### src/hw/dsm_pkg.sv
package dsm_pkg;
   localparam int unsigned WORD_W = 16;
   localparam int unsigned PAT_W  = 10;
   localparam int unsigned MODE_W = 3;

   // Device register offsets on the drive bus
   localparam logic [15:0] OFS_CMD    = 16'h6040;
   localparam logic [15:0] OFS_STATUS = 16'h6041;
   localparam logic [15:0] OFS_QSO    = 16'h605A;
   localparam logic [15:0] OFS_REF    = 16'h2100;

   // Reset values
   localparam logic [15:0] CMD_RESET = 16'h0000;
   localparam logic [15:0] QSO_RESET = 16'h0000;
   localparam logic [15:0] REF_RESET = 16'h0000;

   // Status patterns, bits 0 to 9
   localparam logic [9:0] ST_INIT       = 10'h000;
   localparam logic [9:0] ST_NOFAULT    = 10'h270;
   localparam logic [9:0] ST_NOFAULT_RD = 10'h250;
   localparam logic [9:0] ST_READY      = 10'h231;
   localparam logic [9:0] ST_WAITEN     = 10'h233;
   localparam logic [9:0] ST_RUN        = 10'h237;
   localparam logic [9:0] ST_QSTOP      = 10'h217;
   localparam logic [9:0] ST_STOPFLT    = 10'h21F;
   localparam logic [9:0] ST_FAULT      = 10'h238;
   localparam logic [5:0] ST_UPPER      = 6'h00;

   // Control word patterns and fields
   localparam logic [15:0] CW_SHUTDOWN = 16'h0006;
   localparam logic [15:0] CW_SWITCHON = 16'h0007;
   localparam logic [15:0] CW_ENABLE   = 16'h000F;
   localparam logic [15:0] CW_DISABLE  = 16'h0000;
   localparam logic [15:0] CW_QSTOP    = 16'h0002;
   localparam logic [15:0] CW_RESET    = 16'h0080;
   localparam logic [15:0] CW_MODE_MSK = 16'h0070;
   localparam int unsigned CW_RST_BIT  = 7;
   localparam int unsigned CW_MODE_LSB = 4;

   // Quick-stop option ranges
   localparam logic [15:0] QSO_AUTO_MAX = 16'h0003;
   localparam logic [15:0] QSO_HOLD_MIN = 16'h0005;
   localparam logic [15:0] QSO_HOLD_MAX = 16'h0007;

   // Host user-side register map
   localparam int unsigned HADDR_W     = 4;
   localparam logic [3:0]  HREG_CMD    = 4'h0;
   localparam logic [3:0]  HREG_QSO    = 4'h1;
   localparam logic [3:0]  HREG_REF    = 4'h2;
   localparam logic [3:0]  HREG_STATUS = 4'h3;
   localparam logic [3:0]  HREG_FLAGS  = 4'h4;
   localparam int unsigned FLAG_REFUSED = 0;
   localparam int unsigned FLAG_SEQ     = 1;

   typedef enum logic [2:0] {
      S_INIT    = 3'b000,
      S_NOFAULT = 3'b001,
      S_READY   = 3'b010,
      S_WAITEN  = 3'b011,
      S_RUN     = 3'b100,
      S_QSTOP   = 3'b101,
      S_STOPFLT = 3'b110,
      S_FAULT   = 3'b111
   } dsm_state_e;

   typedef enum logic [2:0] {
      C_NONE     = 3'b000,
      C_SHUTDOWN = 3'b001,
      C_SWITCHON = 3'b010,
      C_ENABLE   = 3'b011,
      C_DISABLE  = 3'b100,
      C_QSTOP    = 3'b101,
      C_RESET    = 3'b110
   } dsm_cmd_e;
endpackage

### src/hw/dsm_if.sv
interface dsm_if;
   logic        wr;
   logic        rd;
   logic [15:0] addr;
   logic [15:0] wdata;
   logic [15:0] rdata;
   logic        err;

   // Drive end is the slave of the process-data bus
   modport drv (
      input  wr,
      input  rd,
      input  addr,
      input  wdata,
      output rdata,
      output err
   );

   modport hst (
      output wr,
      output rd,
      output addr,
      output wdata,
      input  rdata,
      input  err
   );
endinterface

### src/hw/dsm_cmd_decode.sv
module dsm_cmd_decode (
   input  wire logic [15:0]       new_word,
   input  wire logic [15:0]       old_word,
   output dsm_pkg::dsm_cmd_e      cmd
);
   logic [15:0] body;

   // Mode bits are masked; the rest is matched as one pattern
   always_comb begin
      body = new_word & ~dsm_pkg::CW_MODE_MSK;
      cmd  = dsm_pkg::C_NONE;
      if (new_word[dsm_pkg::CW_RST_BIT]) begin
         if (!old_word[dsm_pkg::CW_RST_BIT]) begin
            cmd = dsm_pkg::C_RESET;
         end
      end else begin
         case (body)
            dsm_pkg::CW_SHUTDOWN: cmd = dsm_pkg::C_SHUTDOWN;
            dsm_pkg::CW_SWITCHON: cmd = dsm_pkg::C_SWITCHON;
            dsm_pkg::CW_ENABLE:   cmd = dsm_pkg::C_ENABLE;
            dsm_pkg::CW_DISABLE:  cmd = dsm_pkg::C_DISABLE;
            dsm_pkg::CW_QSTOP:    cmd = dsm_pkg::C_QSTOP;
            default:              cmd = dsm_pkg::C_NONE;
         endcase
      end
   end
endmodule // dsm_cmd_decode

### src/hw/dsm_drive.sv
module dsm_drive #(
   parameter int unsigned WORD_W = dsm_pkg::WORD_W,
   parameter int unsigned MODE_W = dsm_pkg::MODE_W
) (
   input  wire logic              CLK_SYS,
   input  wire logic              RST,
   dsm_if.drv                     BUS,
   input  wire logic              INIT_DONE,      // Self-check finished, same clock
   input  wire logic              INIT_ERR,       // Self-check failed
   input  wire logic              FAULT_IN,       // Fault present, level
   input  wire logic              STOP_DONE,      // Deceleration finished
   output logic                   MOTOR_ENERGIZE,
   output logic                   MOTOR_MOVE,
   output logic                   QSTOP_DECEL,
   output logic                   FAULT_STOP,
   output logic                   DRIVE_FUNC_EN,
   output logic [MODE_W-1:0]      MODE_BITS,
   output logic [WORD_W-1:0]      REFERENCE
);
   // Field widths are fixed by the control word layout
   if (WORD_W != 16 || MODE_W != 3) begin : g_bad_width
      $error("dsm_drive needs WORD_W 16 and MODE_W 3");
   end

   typedef struct packed {
      dsm_pkg::dsm_state_e state;
      logic [9:0]          pat;
      logic [15:0]         cw;
      logic [15:0]         qso;
      logic [15:0]         ref_v;
      logic                stopped;
      logic [15:0]         rdata;
      logic                err;
      logic                energize;
      logic                move;
      logic                decel;
      logic                fstop;
      logic                func_en;
      logic [2:0]          mode;
   } dsm_drv_s;

   dsm_drv_s            s_q;
   dsm_drv_s            s_d;
   dsm_pkg::dsm_cmd_e   dec_cmd;
   dsm_pkg::dsm_cmd_e   cmd;
   logic                cmd_wr;
   logic                qso_auto;
   logic                qso_hold;

   // Decoder sees the incoming word against the stored one for bit 7 edges
   dsm_cmd_decode u_dec (
      .new_word (BUS.wdata),
      .old_word (s_q.cw),
      .cmd      (dec_cmd)
   );

   // A command counts only when written outside initialization
   assign cmd_wr   = BUS.wr && (BUS.addr == dsm_pkg::OFS_CMD) && (s_q.state != dsm_pkg::S_INIT);
   assign cmd      = cmd_wr ? dec_cmd : dsm_pkg::C_NONE;
   assign qso_auto = (s_q.qso <= dsm_pkg::QSO_AUTO_MAX);
   assign qso_hold = (s_q.qso >= dsm_pkg::QSO_HOLD_MIN) && (s_q.qso <= dsm_pkg::QSO_HOLD_MAX);

   // Next state: bus slave, sequencer, then registered outputs
   always_comb begin
      s_d       = s_q;
      s_d.err   = 1'b0;
      s_d.rdata = '0;

      // Writes refused during initialization; unmapped writes flagged too
      if (BUS.wr) begin
         if (s_q.state == dsm_pkg::S_INIT) begin
            s_d.err = 1'b1;
         end else begin
            case (BUS.addr)
               dsm_pkg::OFS_CMD: s_d.cw    = BUS.wdata;
               dsm_pkg::OFS_QSO: s_d.qso   = BUS.wdata;
               dsm_pkg::OFS_REF: s_d.ref_v = BUS.wdata;
               default:          s_d.err   = 1'b1;
            endcase
         end
      end

      // Read data stands the cycle after the strobe; unmapped reads zero
      if (BUS.rd) begin
         case (BUS.addr)
            dsm_pkg::OFS_CMD:    s_d.rdata = s_q.cw;
            dsm_pkg::OFS_STATUS: s_d.rdata = {dsm_pkg::ST_UPPER, s_q.pat};
            dsm_pkg::OFS_QSO:    s_d.rdata = s_q.qso;
            dsm_pkg::OFS_REF:    s_d.rdata = s_q.ref_v;
            default:             s_d.rdata = '0;
         endcase
      end

      // Sequencer; any pattern not listed for a state is dropped
      case (s_q.state)
         dsm_pkg::S_INIT: begin
            if (INIT_ERR) begin
               s_d.state = dsm_pkg::S_STOPFLT;
               s_d.pat   = dsm_pkg::ST_STOPFLT;
            end else if (INIT_DONE) begin
               s_d.state = dsm_pkg::S_NOFAULT;
               s_d.pat   = dsm_pkg::ST_NOFAULT;
            end
         end
         dsm_pkg::S_NOFAULT: begin
            if (cmd == dsm_pkg::C_SHUTDOWN) begin
               s_d.state = dsm_pkg::S_READY;
               s_d.pat   = dsm_pkg::ST_READY;
            end
         end
         dsm_pkg::S_READY: begin
            if (cmd == dsm_pkg::C_SWITCHON) begin
               s_d.state = dsm_pkg::S_WAITEN;
               s_d.pat   = dsm_pkg::ST_WAITEN;
            end else if (cmd == dsm_pkg::C_DISABLE) begin
               s_d.state = dsm_pkg::S_NOFAULT;
               s_d.pat   = dsm_pkg::ST_NOFAULT_RD;
            end
         end
         dsm_pkg::S_WAITEN: begin
            if (cmd == dsm_pkg::C_ENABLE) begin
               s_d.state = dsm_pkg::S_RUN;
               s_d.pat   = dsm_pkg::ST_RUN;
            end else if (cmd == dsm_pkg::C_SHUTDOWN) begin
               s_d.state = dsm_pkg::S_READY;
               s_d.pat   = dsm_pkg::ST_READY;
            end else if (cmd == dsm_pkg::C_DISABLE) begin
               s_d.state = dsm_pkg::S_NOFAULT;
               s_d.pat   = dsm_pkg::ST_NOFAULT;
            end
         end
         dsm_pkg::S_RUN: begin
            if (cmd == dsm_pkg::C_SWITCHON) begin
               s_d.state = dsm_pkg::S_WAITEN;
               s_d.pat   = dsm_pkg::ST_WAITEN;
            end else if (cmd == dsm_pkg::C_SHUTDOWN) begin
               s_d.state = dsm_pkg::S_READY;
               s_d.pat   = dsm_pkg::ST_READY;
            end else if (cmd == dsm_pkg::C_DISABLE) begin
               s_d.state = dsm_pkg::S_NOFAULT;
               s_d.pat   = dsm_pkg::ST_NOFAULT;
            end else if (cmd == dsm_pkg::C_QSTOP) begin
               s_d.state   = dsm_pkg::S_QSTOP;
               s_d.pat     = dsm_pkg::ST_QSTOP;
               s_d.stopped = 1'b0;
            end
         end
         dsm_pkg::S_QSTOP: begin
            // Resume is only honoured once the axis is at rest
            if (!s_q.stopped && STOP_DONE) begin
               if (qso_auto) begin
                  s_d.state = dsm_pkg::S_NOFAULT;
                  s_d.pat   = dsm_pkg::ST_NOFAULT;
               end else begin
                  s_d.stopped = 1'b1;
               end
            end else if (s_q.stopped && qso_hold && cmd == dsm_pkg::C_ENABLE) begin
               s_d.state = dsm_pkg::S_RUN;
               s_d.pat   = dsm_pkg::ST_RUN;
            end
         end
         dsm_pkg::S_STOPFLT: begin
            if (STOP_DONE) begin
               s_d.state = dsm_pkg::S_FAULT;
               s_d.pat   = dsm_pkg::ST_FAULT;
            end
         end
         dsm_pkg::S_FAULT: begin
            if (cmd == dsm_pkg::C_RESET) begin
               s_d.state = dsm_pkg::S_NOFAULT;
               s_d.pat   = dsm_pkg::ST_NOFAULT;
            end
         end
         default: begin
            s_d.state = dsm_pkg::S_INIT;
            s_d.pat   = dsm_pkg::ST_INIT;
         end
      endcase

      // Fault wins over any command in the same cycle, except a fault reset in the fault state
      if (FAULT_IN && s_q.state != dsm_pkg::S_FAULT && s_q.state != dsm_pkg::S_STOPFLT) begin
         s_d.state = dsm_pkg::S_STOPFLT;
         s_d.pat   = dsm_pkg::ST_STOPFLT;
      end

      // Outputs follow the next state so they change with the status word
      s_d.energize = (s_d.state == dsm_pkg::S_RUN);
      s_d.move     = s_d.energize && (s_d.ref_v != '0);
      s_d.decel    = (s_d.state == dsm_pkg::S_QSTOP) && !s_d.stopped;
      s_d.fstop    = (s_d.state == dsm_pkg::S_STOPFLT);
      s_d.func_en  = (s_d.state == dsm_pkg::S_RUN) || (s_d.state == dsm_pkg::S_QSTOP) ||
                     (s_d.state == dsm_pkg::S_STOPFLT);
      s_d.mode     = s_d.energize ? s_d.cw[dsm_pkg::CW_MODE_LSB +: 3] : 3'h0;
   end

   // Reset gives initialization with status 0000h and all outputs low
   always_ff @(posedge CLK_SYS or posedge RST) begin
      if (RST) begin
         s_q       <= '0;
         s_q.state <= dsm_pkg::S_INIT;
         s_q.pat   <= dsm_pkg::ST_INIT;
         s_q.cw    <= dsm_pkg::CMD_RESET;
         s_q.qso   <= dsm_pkg::QSO_RESET;
         s_q.ref_v <= dsm_pkg::REF_RESET;
      end else begin
         s_q <= s_d;
      end
   end

   assign BUS.rdata      = s_q.rdata;
   assign BUS.err        = s_q.err;
   assign MOTOR_ENERGIZE = s_q.energize;
   assign MOTOR_MOVE     = s_q.move;
   assign QSTOP_DECEL    = s_q.decel;
   assign FAULT_STOP     = s_q.fstop;
   assign DRIVE_FUNC_EN  = s_q.func_en;
   assign MODE_BITS      = s_q.mode;
   assign REFERENCE      = s_q.ref_v;
endmodule // dsm_drive

### src/flat_wrapper.sv
// flat-port wrapper written by rule: the top's interface ports become plain ports
module dsm_drive_flat 
#(
   parameter int unsigned WORD_W = dsm_pkg::WORD_W,
   parameter int unsigned MODE_W = dsm_pkg::MODE_W
)
  (CLK_SYS, RST, INIT_DONE, INIT_ERR, FAULT_IN, STOP_DONE, MOTOR_ENERGIZE, MOTOR_MOVE, QSTOP_DECEL, FAULT_STOP, DRIVE_FUNC_EN, MODE_BITS, REFERENCE, BUS_wr, BUS_rd, BUS_addr, BUS_wdata, BUS_rdata, BUS_err);
  dsm_if BUS_i ();
  input  wire logic CLK_SYS;
  input  wire logic RST;
  input  wire logic INIT_DONE;
  input  wire logic INIT_ERR;
  input  wire logic FAULT_IN;
  input  wire logic STOP_DONE;
  output logic MOTOR_ENERGIZE;
  output logic MOTOR_MOVE;
  output logic QSTOP_DECEL;
  output logic FAULT_STOP;
  output logic DRIVE_FUNC_EN;
  output logic [MODE_W-1:0] MODE_BITS;
  output logic [WORD_W-1:0] REFERENCE;
  input wire logic [$bits(BUS_i.wr)-1:0] BUS_wr;
  input wire logic [$bits(BUS_i.rd)-1:0] BUS_rd;
  input wire logic [$bits(BUS_i.addr)-1:0] BUS_addr;
  input wire logic [$bits(BUS_i.wdata)-1:0] BUS_wdata;
  output wire logic [$bits(BUS_i.rdata)-1:0] BUS_rdata;
  output wire logic [$bits(BUS_i.err)-1:0] BUS_err;
  assign BUS_i.wr = BUS_wr;
  assign BUS_i.rd = BUS_rd;
  assign BUS_i.addr = BUS_addr;
  assign BUS_i.wdata = BUS_wdata;
  assign BUS_rdata = BUS_i.rdata;
  assign BUS_err = BUS_i.err;
  dsm_drive #(.WORD_W(WORD_W), .MODE_W(MODE_W)) u_core (.CLK_SYS(CLK_SYS), .RST(RST), .BUS(BUS_i), .INIT_DONE(INIT_DONE), .INIT_ERR(INIT_ERR), .FAULT_IN(FAULT_IN), .STOP_DONE(STOP_DONE), .MOTOR_ENERGIZE(MOTOR_ENERGIZE), .MOTOR_MOVE(MOTOR_MOVE), .QSTOP_DECEL(QSTOP_DECEL), .FAULT_STOP(FAULT_STOP), .DRIVE_FUNC_EN(DRIVE_FUNC_EN), .MODE_BITS(MODE_BITS), .REFERENCE(REFERENCE));
endmodule
### config.mk
export PLATFORM = sky130hd
export DESIGN_NAME = dsm_drive_flat
export DESIGN_NICKNAME = d
export VERILOG_FILES = /design/src/hw/dsm_pkg.sv /design/src/hw/dsm_if.sv /design/src/hw/dsm_cmd_decode.sv /design/src/hw/dsm_drive.sv /design/src/flat_wrapper.sv
export SDC_FILE = /design/constraint.sdc
export NUM_CORES = 1
export LEC_CHECK = 0
export ABC_AREA = 0
export BUFFER_PORTS_ARGS = -buffer_cell sky130_fd_sc_hd__buf_4
export CORE_UTILIZATION = 30
export CTS_CLUSTER_DIAMETER = 60
export DETAILED_ROUTE_END_ITERATION = 6
export GPL_ROUTABILITY_DRIVEN = 1
export SYNTH_ARGS = -nofsm -noshare
export SYNTH_HDL_FRONTEND = slang
export SYNTH_HIERARCHICAL = 1
export SYNTH_SLANG_ARGS = --single-unit
### constraint.sdc
create_clock -name CLK_SYS -period 2.5 [get_ports CLK_SYS]
set_input_delay 0.25 -clock CLK_SYS [delete_from_list [all_inputs] [get_ports CLK_SYS]]
set_output_delay 0.25 -clock CLK_SYS [all_outputs]
set_load 0.1 [all_outputs]
==> run metrics, run 1 <==
P per Cell Area=673 nW/µm²; initial drt markers=405; via count=4,171; CTS Buf Count=9; fmax=396 MHz; mapped cell area=4550 µm²; CP Capture Type=register; outcome=finished, violations left; top-area cell type share of the netlist area=0.462; warnings from Yosys=6; Post-Layout Cell Count=765; Worst Path Max Fanout=5; number of flops mapped to enable cells by yosys=0; Post-synth ARST share=1.00; cell at the slowest stage of the critical path=or4_4; Final Util=0.424; failing checks=DRC, setup timing; most frequent cell after synthesis=dfrtp_1; first-pass GRT wire length=22,600 µm; Top Ports=81; CTS sink cnt=84; Routed Antenna Nets=0; pin count of the biggest net entering global routing=44; WL final=14,300 µm; placer congestion estimate=0.931; Post-Syn Area per Cell=9.90 µm²; leakage power=2.99 nW; WS Path Type=in -> reg; R2R depth=10; Switching Fraction=0.315; Die Y-Extent=125 µm; nets@finish=616; worst min path class=in -> async; Final Hold Fails=0; Site Rows=44; clk_skew=11.0 ps; antenna violations before repair=0; clock share of power=0.342; Tcrit/Tclk final=1.01; hpwl dp=10,500 µm; die width=125 µm; Int Pwr=2.86 mW; Peak VDD IR=0.486 mV; Clock H-tree levels=3; fraction of layout cells with a size suffix above 1=0.425; CP Launch Type=input pin; ys flop type=dfrtp_1; synth unique cells=65; Sequential Power Share=0.359; Layout area overhead=36.6%; vias in the first global route=4,135; Gate power share=0.299; dpl cell area=5720 µm²; crit path capture=u_core/MODE_BITS[1]$_DFF_PP0_; max_cap viols=0; per-cell routed wire length=18.7 µm; diode count=0; Cells after DPL=744; GR Overflow Total=0; Area contributors post-synth=dfrtp_1 (46%), mux2_2 (8.2%), buf_4 (5.8%); Setup TNS Final=-112 ps; port bufs=80; R2R Path Start=u_core/s_q[65]$_DFFE_PP0P_; syn nets=499; r2r endpoint=u_core/MODE_BITS[1]$_DFF_PP0_; Finish-stage setup viols=7; Seq/Total Area, Yosys=0.462; RSZ-0062 raised after global routing=true; Die ar.=15,600 µm²; Cell Chain, Critical Path=buf_6, or4_4, nor2_4, a32o_2, buf_4, nand4b_1, mux2_2, a311o_1, a211o_1, nand3b_4, a21oi_2; clock slew at reported path FFs=60 ps; Crit path largest cell delay=540 ps; Overall Global Routing Usage=0.184; post-layout min period=2530 ps; Pwr Total=4.18 mW; Core Region=14,600 µm²; Post-Synthesis Cells=459; DRT Pass-1 Iters=7; R2R setup slack=80 ps; Psw=1.32 mW; Vias/cell=5.45; Root Driver=clkbuf_16; Max clock buf depth=2; worst slack, placed=-516 ps; number of fill cells=1,414; CP startpoint=BUS_wdata[11]; fin area=6210 µm²; Synth area leader=dfrtp_1; crit path DAT=2790 ps; Required @ worst endpoint=2760 ps; Hold Slack=24.7 ps; Pins Over Slew Limit=0; Initial Util=0.310; FF+latch count, synth=84; Post-route DRC=15; clk_lat worst skew=330 ps; Worst Max-Slew Pin Slew=733 ps; worst rel slew slack=0.511; final worst slack=-27.3 ps; synth cell count leaders=dfrtp_1 (84), nand2_1 (70), buf_4 (35), mux2_2 (33), nor2_1 (25); TritonCTS clock tree=built
registers in the layout, summed over array words and instances (netlist names):
| name | cells |
|---|---|
| u_core/s_q | 43 |
| u_core/BUS.rdata | 16 |
| u_core/REFERENCE | 16 |
| u_core/MODE_BITS | 3 |
| u_core/BUS.err | 1 |
| u_core/DRIVE_FUNC_EN | 1 |
| u_core/FAULT_STOP | 1 |
| u_core/MOTOR_ENERGIZE | 1 |
| u_core/MOTOR_MOVE | 1 |
| u_core/QSTOP_DECEL | 1 |
cell families (layout without fill, tap and decap cells):
logic type             after synthesis  after routing  share of synthesized area
multiplexers                        34             34                     0.0840
AO/OA/AOI/OAI                       92             92                      0.154
AND/OR/NAND/NOR                    175            175                      0.204
XOR/XNOR                             3              3                    0.00578
buffers and inverters               71            193                     0.0897
flip-flops                          84             84                      0.462
layout make-up:
type	instances	area (µm²)	share of cell area
multi-input cells	304	2180	0.351
clock inverters	6	95.1	0.0153
inverters	10	38.8	0.00624
well taps	184	230	0.0371
clock buffers	10	229	0.0369
flip-flops and latches	84	2100	0.338
repair buffers	167	1340	0.215
routing by layer:
layer  wire, µm  part of all wire  GRT usage
met1       6480              0.45      0.258
met2       6620              0.46      0.285
met3        935             0.065     0.0334
met4        246             0.017     0.0610
met5          0                 0          0
power groups by stage:
stage                     registers, mW  clock network (mW)  logic [mW]
after CTS                          1.50                1.46        1.17
after global routing               1.51                1.50        1.34
after global placement             1.53                   0        1.13
final                              1.50                1.43        1.25
after detailed placement           1.52                   0        1.13
after floorplan                    1.59                   0       0.571
layout by cell type, fill, tap and decap left out, types with 6 or more instances in the layout:
master / n
a211o_1: 6
a21oi_1: 15
a222oi_1: 17
buf_4: 157
clkbuf_16: 9
dfrtp_1: 84
inv_1: 8
mux2_2: 33
nand2_1: 70
nand2b_1: 6
nor2_1: 25
nor3_1: 8
nor4_1: 14
o21ai_0: 14
what timing repair did:
| action | 4_1_cts | 5_1_grt |
|---|---|---|
| buffers inserted | 3 | 2 |
| pin swaps | 14 | 13 |
| hold buffers | 0 | 0 |
| setup endpoints to repair | 16 | 16 |
| resized for setup | 12 | 16 |
worst min-delay path by stage:
| stage | from | to | slack (ps) |
|---|---|---|---|
| floorplan | BUS_wdata[8] | u_core/s_q[66]$_DFFE_PP0P_ | 360 |
| global placement | RST | u_core/BUS.rdata[15]$_DFF_PP0_ | 390 |
| detailed placement | RST | u_core/REFERENCE[15]$_DFF_PP0_ | 410 |
| CTS | RST | u_core/REFERENCE[15]$_DFF_PP0_ | 40 |
| global route | RST | u_core/BUS.rdata[15]$_DFF_PP0_ | 90 |
| finish | RST | u_core/REFERENCE[15]$_DFF_PP0_ | 20 |
critical path, delay by kind of cell:
kind | cells | cell delay (ps)
buffers and inverters | 2 | 220
AND/OR/NAND/NOR | 4 | 1080
AO/OA/AOI/OAI | 4 | 940
multiplexers | 1 | 300
No activity file was read; power rests on OpenSTA's default activity.
==> run 2: changes to the inputs <==
--- a/config.mk
+++ b/config.mk
@@ -13,5 +13,4 @@
 export GPL_ROUTABILITY_DRIVEN = 1
 export SYNTH_ARGS = -nofsm -noshare
 export SYNTH_HDL_FRONTEND = slang
-export SYNTH_HIERARCHICAL = 1
 export SYNTH_SLANG_ARGS = --single-unit
==> run metrics, run 2 <==
Top Ports=81 (unchanged); most common cell after layout, fill and taps aside=buf_4; Routed Antenna Nets=0 (unchanged); Peak VDD IR=0.474 mV (-2.4%); fraction of layout cells with a size suffix above 1=0.390 (-0.0356); worst min path class=in -> async; syn nets=499 (unchanged); first-pass GRT wire length=23,400 µm (+3.3%); outcome=finished, violations left; Root Driver=clkbuf_16; cell at the slowest stage of the critical path=or4_4; clk_lat worst skew=340 ps (about the same); max reg flops=43 (unchanged); top-area cell type share of the netlist area=0.464 (+0.00192); pin count of the biggest net entering global routing=48 (+9.1%); failing checks=DRC; dpl cell area=5630 µm² (-1.5%); Post-Synthesis Cells=459 (unchanged); commonest cells after routing, fill and taps aside=buf_4 (150), dfrtp_1 (84), nand2_1 (71); Crit path largest cell delay=570 ps (+30 ps); P per Cell Area=731 nW/µm² (+8.7%); CP most frequent cell=nor4_2; Cell Chain, Critical Path=nor4_2, nand4_1, nor4_2, a21oi_1, or4_4, a211oi_4, o211ai_1; DRT Pass-1 Iters=7 (unchanged); Worst Path Max Fanout=5 (unchanged); initial drt markers=381 (-5.9%); crit path DAT=2630 ps (-160 ps); GR Overflow Total=0 (unchanged); Post-synth ARST share=1.00 (unchanged); Buf/Inv on CP=0 (-2); fin area=5990 µm² (-3.5%); per-cell routed wire length=19.6 µm (+5.2%); nets@finish=610 (-0.97%); worst rel slew slack=0.531 (+0.0201); Initial Util=0.309 (-0.00128); synth unique cells=61 (-6.2%); most frequent cell after synthesis=dfrtp_1; CP Capture Type=register; ys flop type=dfrtp_1; Tcrit/Tclk final=0.971 (-0.0403); WL final=14,900 µm (+4.4%); Area contributors post-synth=dfrtp_1 (46%), mux2_2 (8.0%), nand2_1 (5.9%); CP Launch Type=register; port bufs=80 (unchanged); Most flops, register=u_core.s_q; FF+latch count, synth=84 (unchanged); # hold bufs at CTS=0 (unchanged); Clock H-tree levels=3 (unchanged); hpwl dp=11,400 µm (+8.4%); Seq/Total Area, Yosys=0.464 (+0.00192); die width=125 µm (-0.20%); warnings from Yosys=0 (-6); via count=4,045 (-3.0%); Hold Slack=7.52 ps (-17.2 ps); Die Y-Extent=125 µm (-0.20%); clock slew at reported path FFs=70 ps (about the same); Vias/cell=5.33 (-2.3%); Post-Syn Area per Cell=9.86 µm² (-0.41%); antenna violations before repair=0 (unchanged); mapped cell area=4530 µm² (-0.41%); Site Rows=44 (unchanged); Die ar.=15,600 µm² (-0.41%); Synth area leader=dfrtp_1; Max clock buf depth=2 (unchanged); Core Region=14,600 µm² (unchanged); Finish-stage setup viols=0 (-7); Overall Global Routing Usage=0.197 (+0.0128); Final Hold Fails=0 (unchanged); leakage power=2.77 nW (-7.2%); Required @ worst endpoint=2700 ps (-60 ps); Final Util=0.409 (-0.0150); synth cell count leaders=dfrtp_1 (84), nand2_1 (71), buf_4 (35), mux2_2 (32), nor2_1 (29); diode count=0 (unchanged); Layout area overhead=32.4%; fmax=412 MHz (+4.2%); WS Path Type=reg -> reg; TritonCTS clock tree=built; Post-route DRC=14 (-1); Pins Over Slew Limit=0 (unchanged); cell family with most CP delay=simple AND/OR/NAND/NOR gates; Worst Max-Slew Pin Slew=703 ps (-30.0 ps); max_cap viols=0 (unchanged); placer congestion estimate=0.923 (-0.85%); number of flops mapped to enable cells by yosys=0 (unchanged); CTS sink cnt=84 (unchanged); CTS Buf Count=9 (unchanged); vias in the first global route=4,019 (-2.8%); clk_skew=10.0 ps (-0.955 ps); post-layout min period=2430 ps (-101 ps); RSZ-0062 raised after global routing=true
[run 2: cell types whose count changed in the layout (fill, tap and decap cells not counted), sizes merged, moves of 3 or more]
cell    before  now
nand4        3   14
a22oi        0   15
o21ai       16   13
o21a         1    5
a211o        6    1
a222oi      17    7
or4bb        4    0
a211oi       0    3
nand3        6   10
nor3         9   14
nand3b       3    0
buf        167  154
[run 2: report_power, final]
| part | internal [mW] | switching, mW | leakage [nW] |
|---|---|---|---|
| logic | 0.485 | 0.873 | 1.47 |
| registers | 1.47 | 0.0731 | 1.14 |
| clock network | 0.914 | 0.571 | 0.160 |
| total | 2.87 | 1.52 | 2.77 |
[run 2: cell type report]
type	instances	area, µm²
Tap cell	184	230
Timing Repair Buffer	154	1210
Multi-Input combinational cell	314	2090
Clock inverter	6	93.8
Sequential cell	84	2100
Clock buffer	10	239
Fill cell	1431	8650
Inverter	7	27.5
[run 2: final timing paths]
kind	start	end	slack, ps	depth (start not counted)
setup / recovery	u_core.s_q[50]$_DFFE_PP0P_	u_core.s_q[74]$_DFFE_PP0P_	70	7
hold / removal	RST	u_core.s_q[52]$_DFFE_PP0P_	8	2
setup reg to reg	u_core.s_q[50]$_DFFE_PP0P_	u_core.s_q[74]$_DFFE_PP0P_	70	7
hold reg to reg	u_core.s_q[72]$_DFFE_PP0P_	u_core.s_q[72]$_DFFE_PP0P_	470	2
max in group asynchronous	RST	u_core.s_q[76]$_DFFE_PP0P_	1810	3
min in group CLK_SYS	BUS_wdata[10]	u_core.s_q[68]$_DFFE_PP0P_	140	3
[run 2: cell families after synthesis]
kind of cell | synth area share
flip-flops | 0.464
AO/OA/AOI/OAI | 0.150
AND/OR/NAND/NOR | 0.224
XOR/XNOR | 0.00194
buffers and inverters | 0.0807
multiplexers | 0.0796
[run 2: per-stage QoR]
| stage | setup TNS, ps | worst slack (ps) | instances | power [mW] |
|---|---|---|---|---|
| floorplan | 0 | 84.9 | 459 | 2.36 |
| global placement | -1840 | -187 | 743 | 2.90 |
| detailed placement | -1520 | -197 | 743 | 2.90 |
| CTS | 0 | 22.5 | 759 | 4.40 |
| global route | -351 | -86.7 | 759 | 4.58 |
| finish | 0 | 73.5 | 759 | 4.38 |
[run 2: layer usage]
layer,vias to the layer above,routed length [µm],part of all wire,GRT usage
met1,2014,7080,0.47,0.279
li1,1880,-,-,-
met4,0,221,0.015,0.0610
met3,14,893,0.060,0.0378
met2,137,6720,0.45,0.301
met5,-,0,0,0
[run 2: what timing repair did]
| action | CTS | global route |
|---|---|---|
| endpoints found under the setup margin | 5 | 14 |
| resized for setup | 1 | 6 |
| pin swaps | 2 | 1 |
| setup buffers | 0 | 0 |
==> run 3: changes to the inputs <==
--- a/config.mk
+++ b/config.mk
@@ -7,10 +7,13 @@
 export LEC_CHECK = 0
 export ABC_AREA = 0
 export BUFFER_PORTS_ARGS = -buffer_cell sky130_fd_sc_hd__buf_4
+export CELL_PAD_IN_SITES_DETAIL_PLACEMENT = 0
+export CELL_PAD_IN_SITES_GLOBAL_PLACEMENT = 2
 export CORE_UTILIZATION = 30
 export CTS_CLUSTER_DIAMETER = 60
 export DETAILED_ROUTE_END_ITERATION = 6
 export GPL_ROUTABILITY_DRIVEN = 1
+export PLACE_DENSITY_LB_ADDON = 0.1
 export SYNTH_ARGS = -nofsm -noshare
 export SYNTH_HDL_FRONTEND = slang
 export SYNTH_SLANG_ARGS = --single-unit
==> run metrics, run 3 (synthesis results as in run 2) <==
outcome=finished, violations left; failing checks=DRC, hold timing; Top Ports=81 (unchanged); Vias/cell=5.27 (-1.1%); GR Overflow Total=0 (unchanged); Crit path largest cell delay=530 ps (-40 ps); Pins Over Slew Limit=0 (unchanged); Post-Layout Cell Count=765 (+0.79%); Die ar.=15,600 µm² (unchanged); RSZ-0062 raised after global routing=true; Most flops, register=u_core.s_q; post-layout min period=2430 ps (+6.05 ps); CP startpoint=u_core.s_q[56]$_DFFE_PP0P_; footprint of the multi-input gates=2130 µm² (+1.6%); via count=4,034 (-0.27%); Worst Path Max Fanout=4 (-1); Routed Antenna Nets=0 (unchanged); most common cell after layout, fill and taps aside=buf_4; CP most frequent cell=buf_4; DRT Pass-1 Iters=7 (unchanged); CP Capture Type=register; Tcrit/Tclk final=0.973 (+0.00242); Root Driver=clkbuf_16; hpwl dp=12,000 µm (+4.8%); Layout area overhead=33.4%; fraction of layout cells with a size suffix above 1=0.399 (+0.00975); die width=125 µm (unchanged); vias in the first global route=4,106 (+2.2%); per-cell routed wire length=20.8 µm (+5.8%); leakage power=2.80 nW (+0.97%); met1 Usage GRT=0.302 (+0.0228); pin count of the biggest net entering global routing=38 (-21%); max reg flops=43 (unchanged); placer congestion estimate=0.877 (-5.0%); met2 Resource Use GR=0.323 (+0.0225); Peak VDD IR=0.707 mV (+49%); Site Rows=44 (unchanged); Cells after DPL=748 (+0.67%); worst rel slew slack=0.519 (-0.0116); CTS Buf Count=9 (unchanged); diode count=0 (unchanged); commonest cells after routing, fill and taps aside=buf_4 (158), dfrtp_1 (84), nand2_1 (71); FF/Latch Area=2100 µm² (unchanged); antenna violations before repair=0 (unchanged); Pwr Total=4.40 mW (+0.30%); Finish-stage setup viols=0 (unchanged); initial drt markers=273 (-28%); WS Path Type=reg -> reg; WL final=15,900 µm (+6.6%); clk_skew=9.25 ps (-0.750 ps); cell family with most CP delay=simple AND/OR/NAND/NOR gates; number of fill cells=1,493 (+4.3%); Die Y-Extent=125 µm (unchanged); Required @ worst endpoint=2770 ps (+70 ps); crit path DAT=2700 ps (+70 ps); Hold Slack=-12.0 ps (-19.5 ps); nets@finish=616 (+0.98%); Core Region=14,600 µm² (unchanged); Overall Global Routing Usage=0.212 (+0.0154); R2R Path Start=u_core.s_q[56]$_DFFE_PP0P_; Initial Util=0.309 (unchanged); met3 usage=0.0404 (+0.00258); CTS sink cnt=84 (unchanged); Buf/Inv on CP=2 (+2); TritonCTS clock tree=built; Clock H-tree levels=3 (unchanged); worst min path class=in -> async; first-pass GRT wire length=24,800 µm (+6.1%); cell at the slowest stage of the critical path=or4_1; busiest metal layer after global routing=met2; Post-route DRC=16 (+2); fmax=411 MHz (-0.25%); CP Launch Type=register; clk_lat worst skew=350 ps (about the same); Max clock buf depth=2 (unchanged); port bufs=80 (unchanged); max_cap viols=0 (unchanged); clock slew at reported path FFs=70 ps (about the same); P per Cell Area=728 nW/µm² (-0.44%); Cell Chain, Critical Path=nor4_2, nand4_1, buf_4, buf_4, or4_1, o32a_1, o21a_1, and3_1, o22ai_1; Final Hold Fails=7 (+7); Worst Max-Slew Pin Slew=722 ps (+18.2 ps)
[run 3: path summary, 6_finish.rpt]
| kind | end | depth (start not counted) | slack (ps) |
|---|---|---|---|
| max reg2reg | u_core.s_q[79]$_DFFE_PP0P_ | 9 | 70 |
| min | u_core.BUS.rdata[8]$_DFF_PP0_ | 2 | -10 |
| max | u_core.s_q[79]$_DFFE_PP0P_ | 9 | 70 |
| min in group CLK_SYS | u_core.BUS.err$_DFF_PP0_ | 2 | 140 |
| max in group asynchronous | u_core.REFERENCE[1]$_DFF_PP0_ | 3 | 1870 |
| min reg2reg | u_core.s_q[58]$_DFFE_PP0P_ | 2 | 470 |
[run 3: per-layer routing]
layer  part of all wire  wire, µm
met5                  0         0
met4              0.016       250
met3              0.050       795
met2               0.45      7190
met1               0.48      7650
[run 3: cell type report]
type / count / share of cell area
Inverter: 7 / 0.00456
Multi-Input combinational cell: 314 / 0.352
Sequential cell: 84 / 0.348
Clock buffer: 10 / 0.0379
Tap cell: 184 / 0.0381
Timing Repair Buffer: 160 / 0.203
Clock inverter: 6 / 0.0160
[run 3: worst register-to-register path: cells and delay by family (launching register included)]
family | cells | cell delay, ps
AO/OA/AOI/OAI | 3 | 460
buffers and inverters | 2 | 340
flip-flops | 1 | 400
AND/OR/NAND/NOR | 4 | 1140
[run 3: what timing repair did]
action,4_1_cts,5_1_grt
setup buffers,1,1
pin swaps,5,1
setup endpoints to repair,7,10
resized for setup,8,5
hold buffers,0,0
gates cloned,0,0
[run 3: metrics by stage]
step	setup slack (ps)	TNS [ps]	utilization	cell area [µm²]
3_5_place_dp	-252	-1560	0.385	5640
6_report	67.5	0	0.412	6040
2_1_floorplan	84.9	0	-	4530
5_1_grt	-56.6	-171	0.412	6040
4_1_cts	25.0	0	0.410	6010
3_3_place_gp	-221	-1880	0.385	5640
[run 3: power breakdown]
part | total (mW) | internal, mW | switching (mW) | leakage (nW)
clock network | 1.48 | 0.888 | 0.591 | 0.155
registers | 1.54 | 1.47 | 0.0748 | 1.14
logic | 1.38 | 0.504 | 0.871 | 1.50
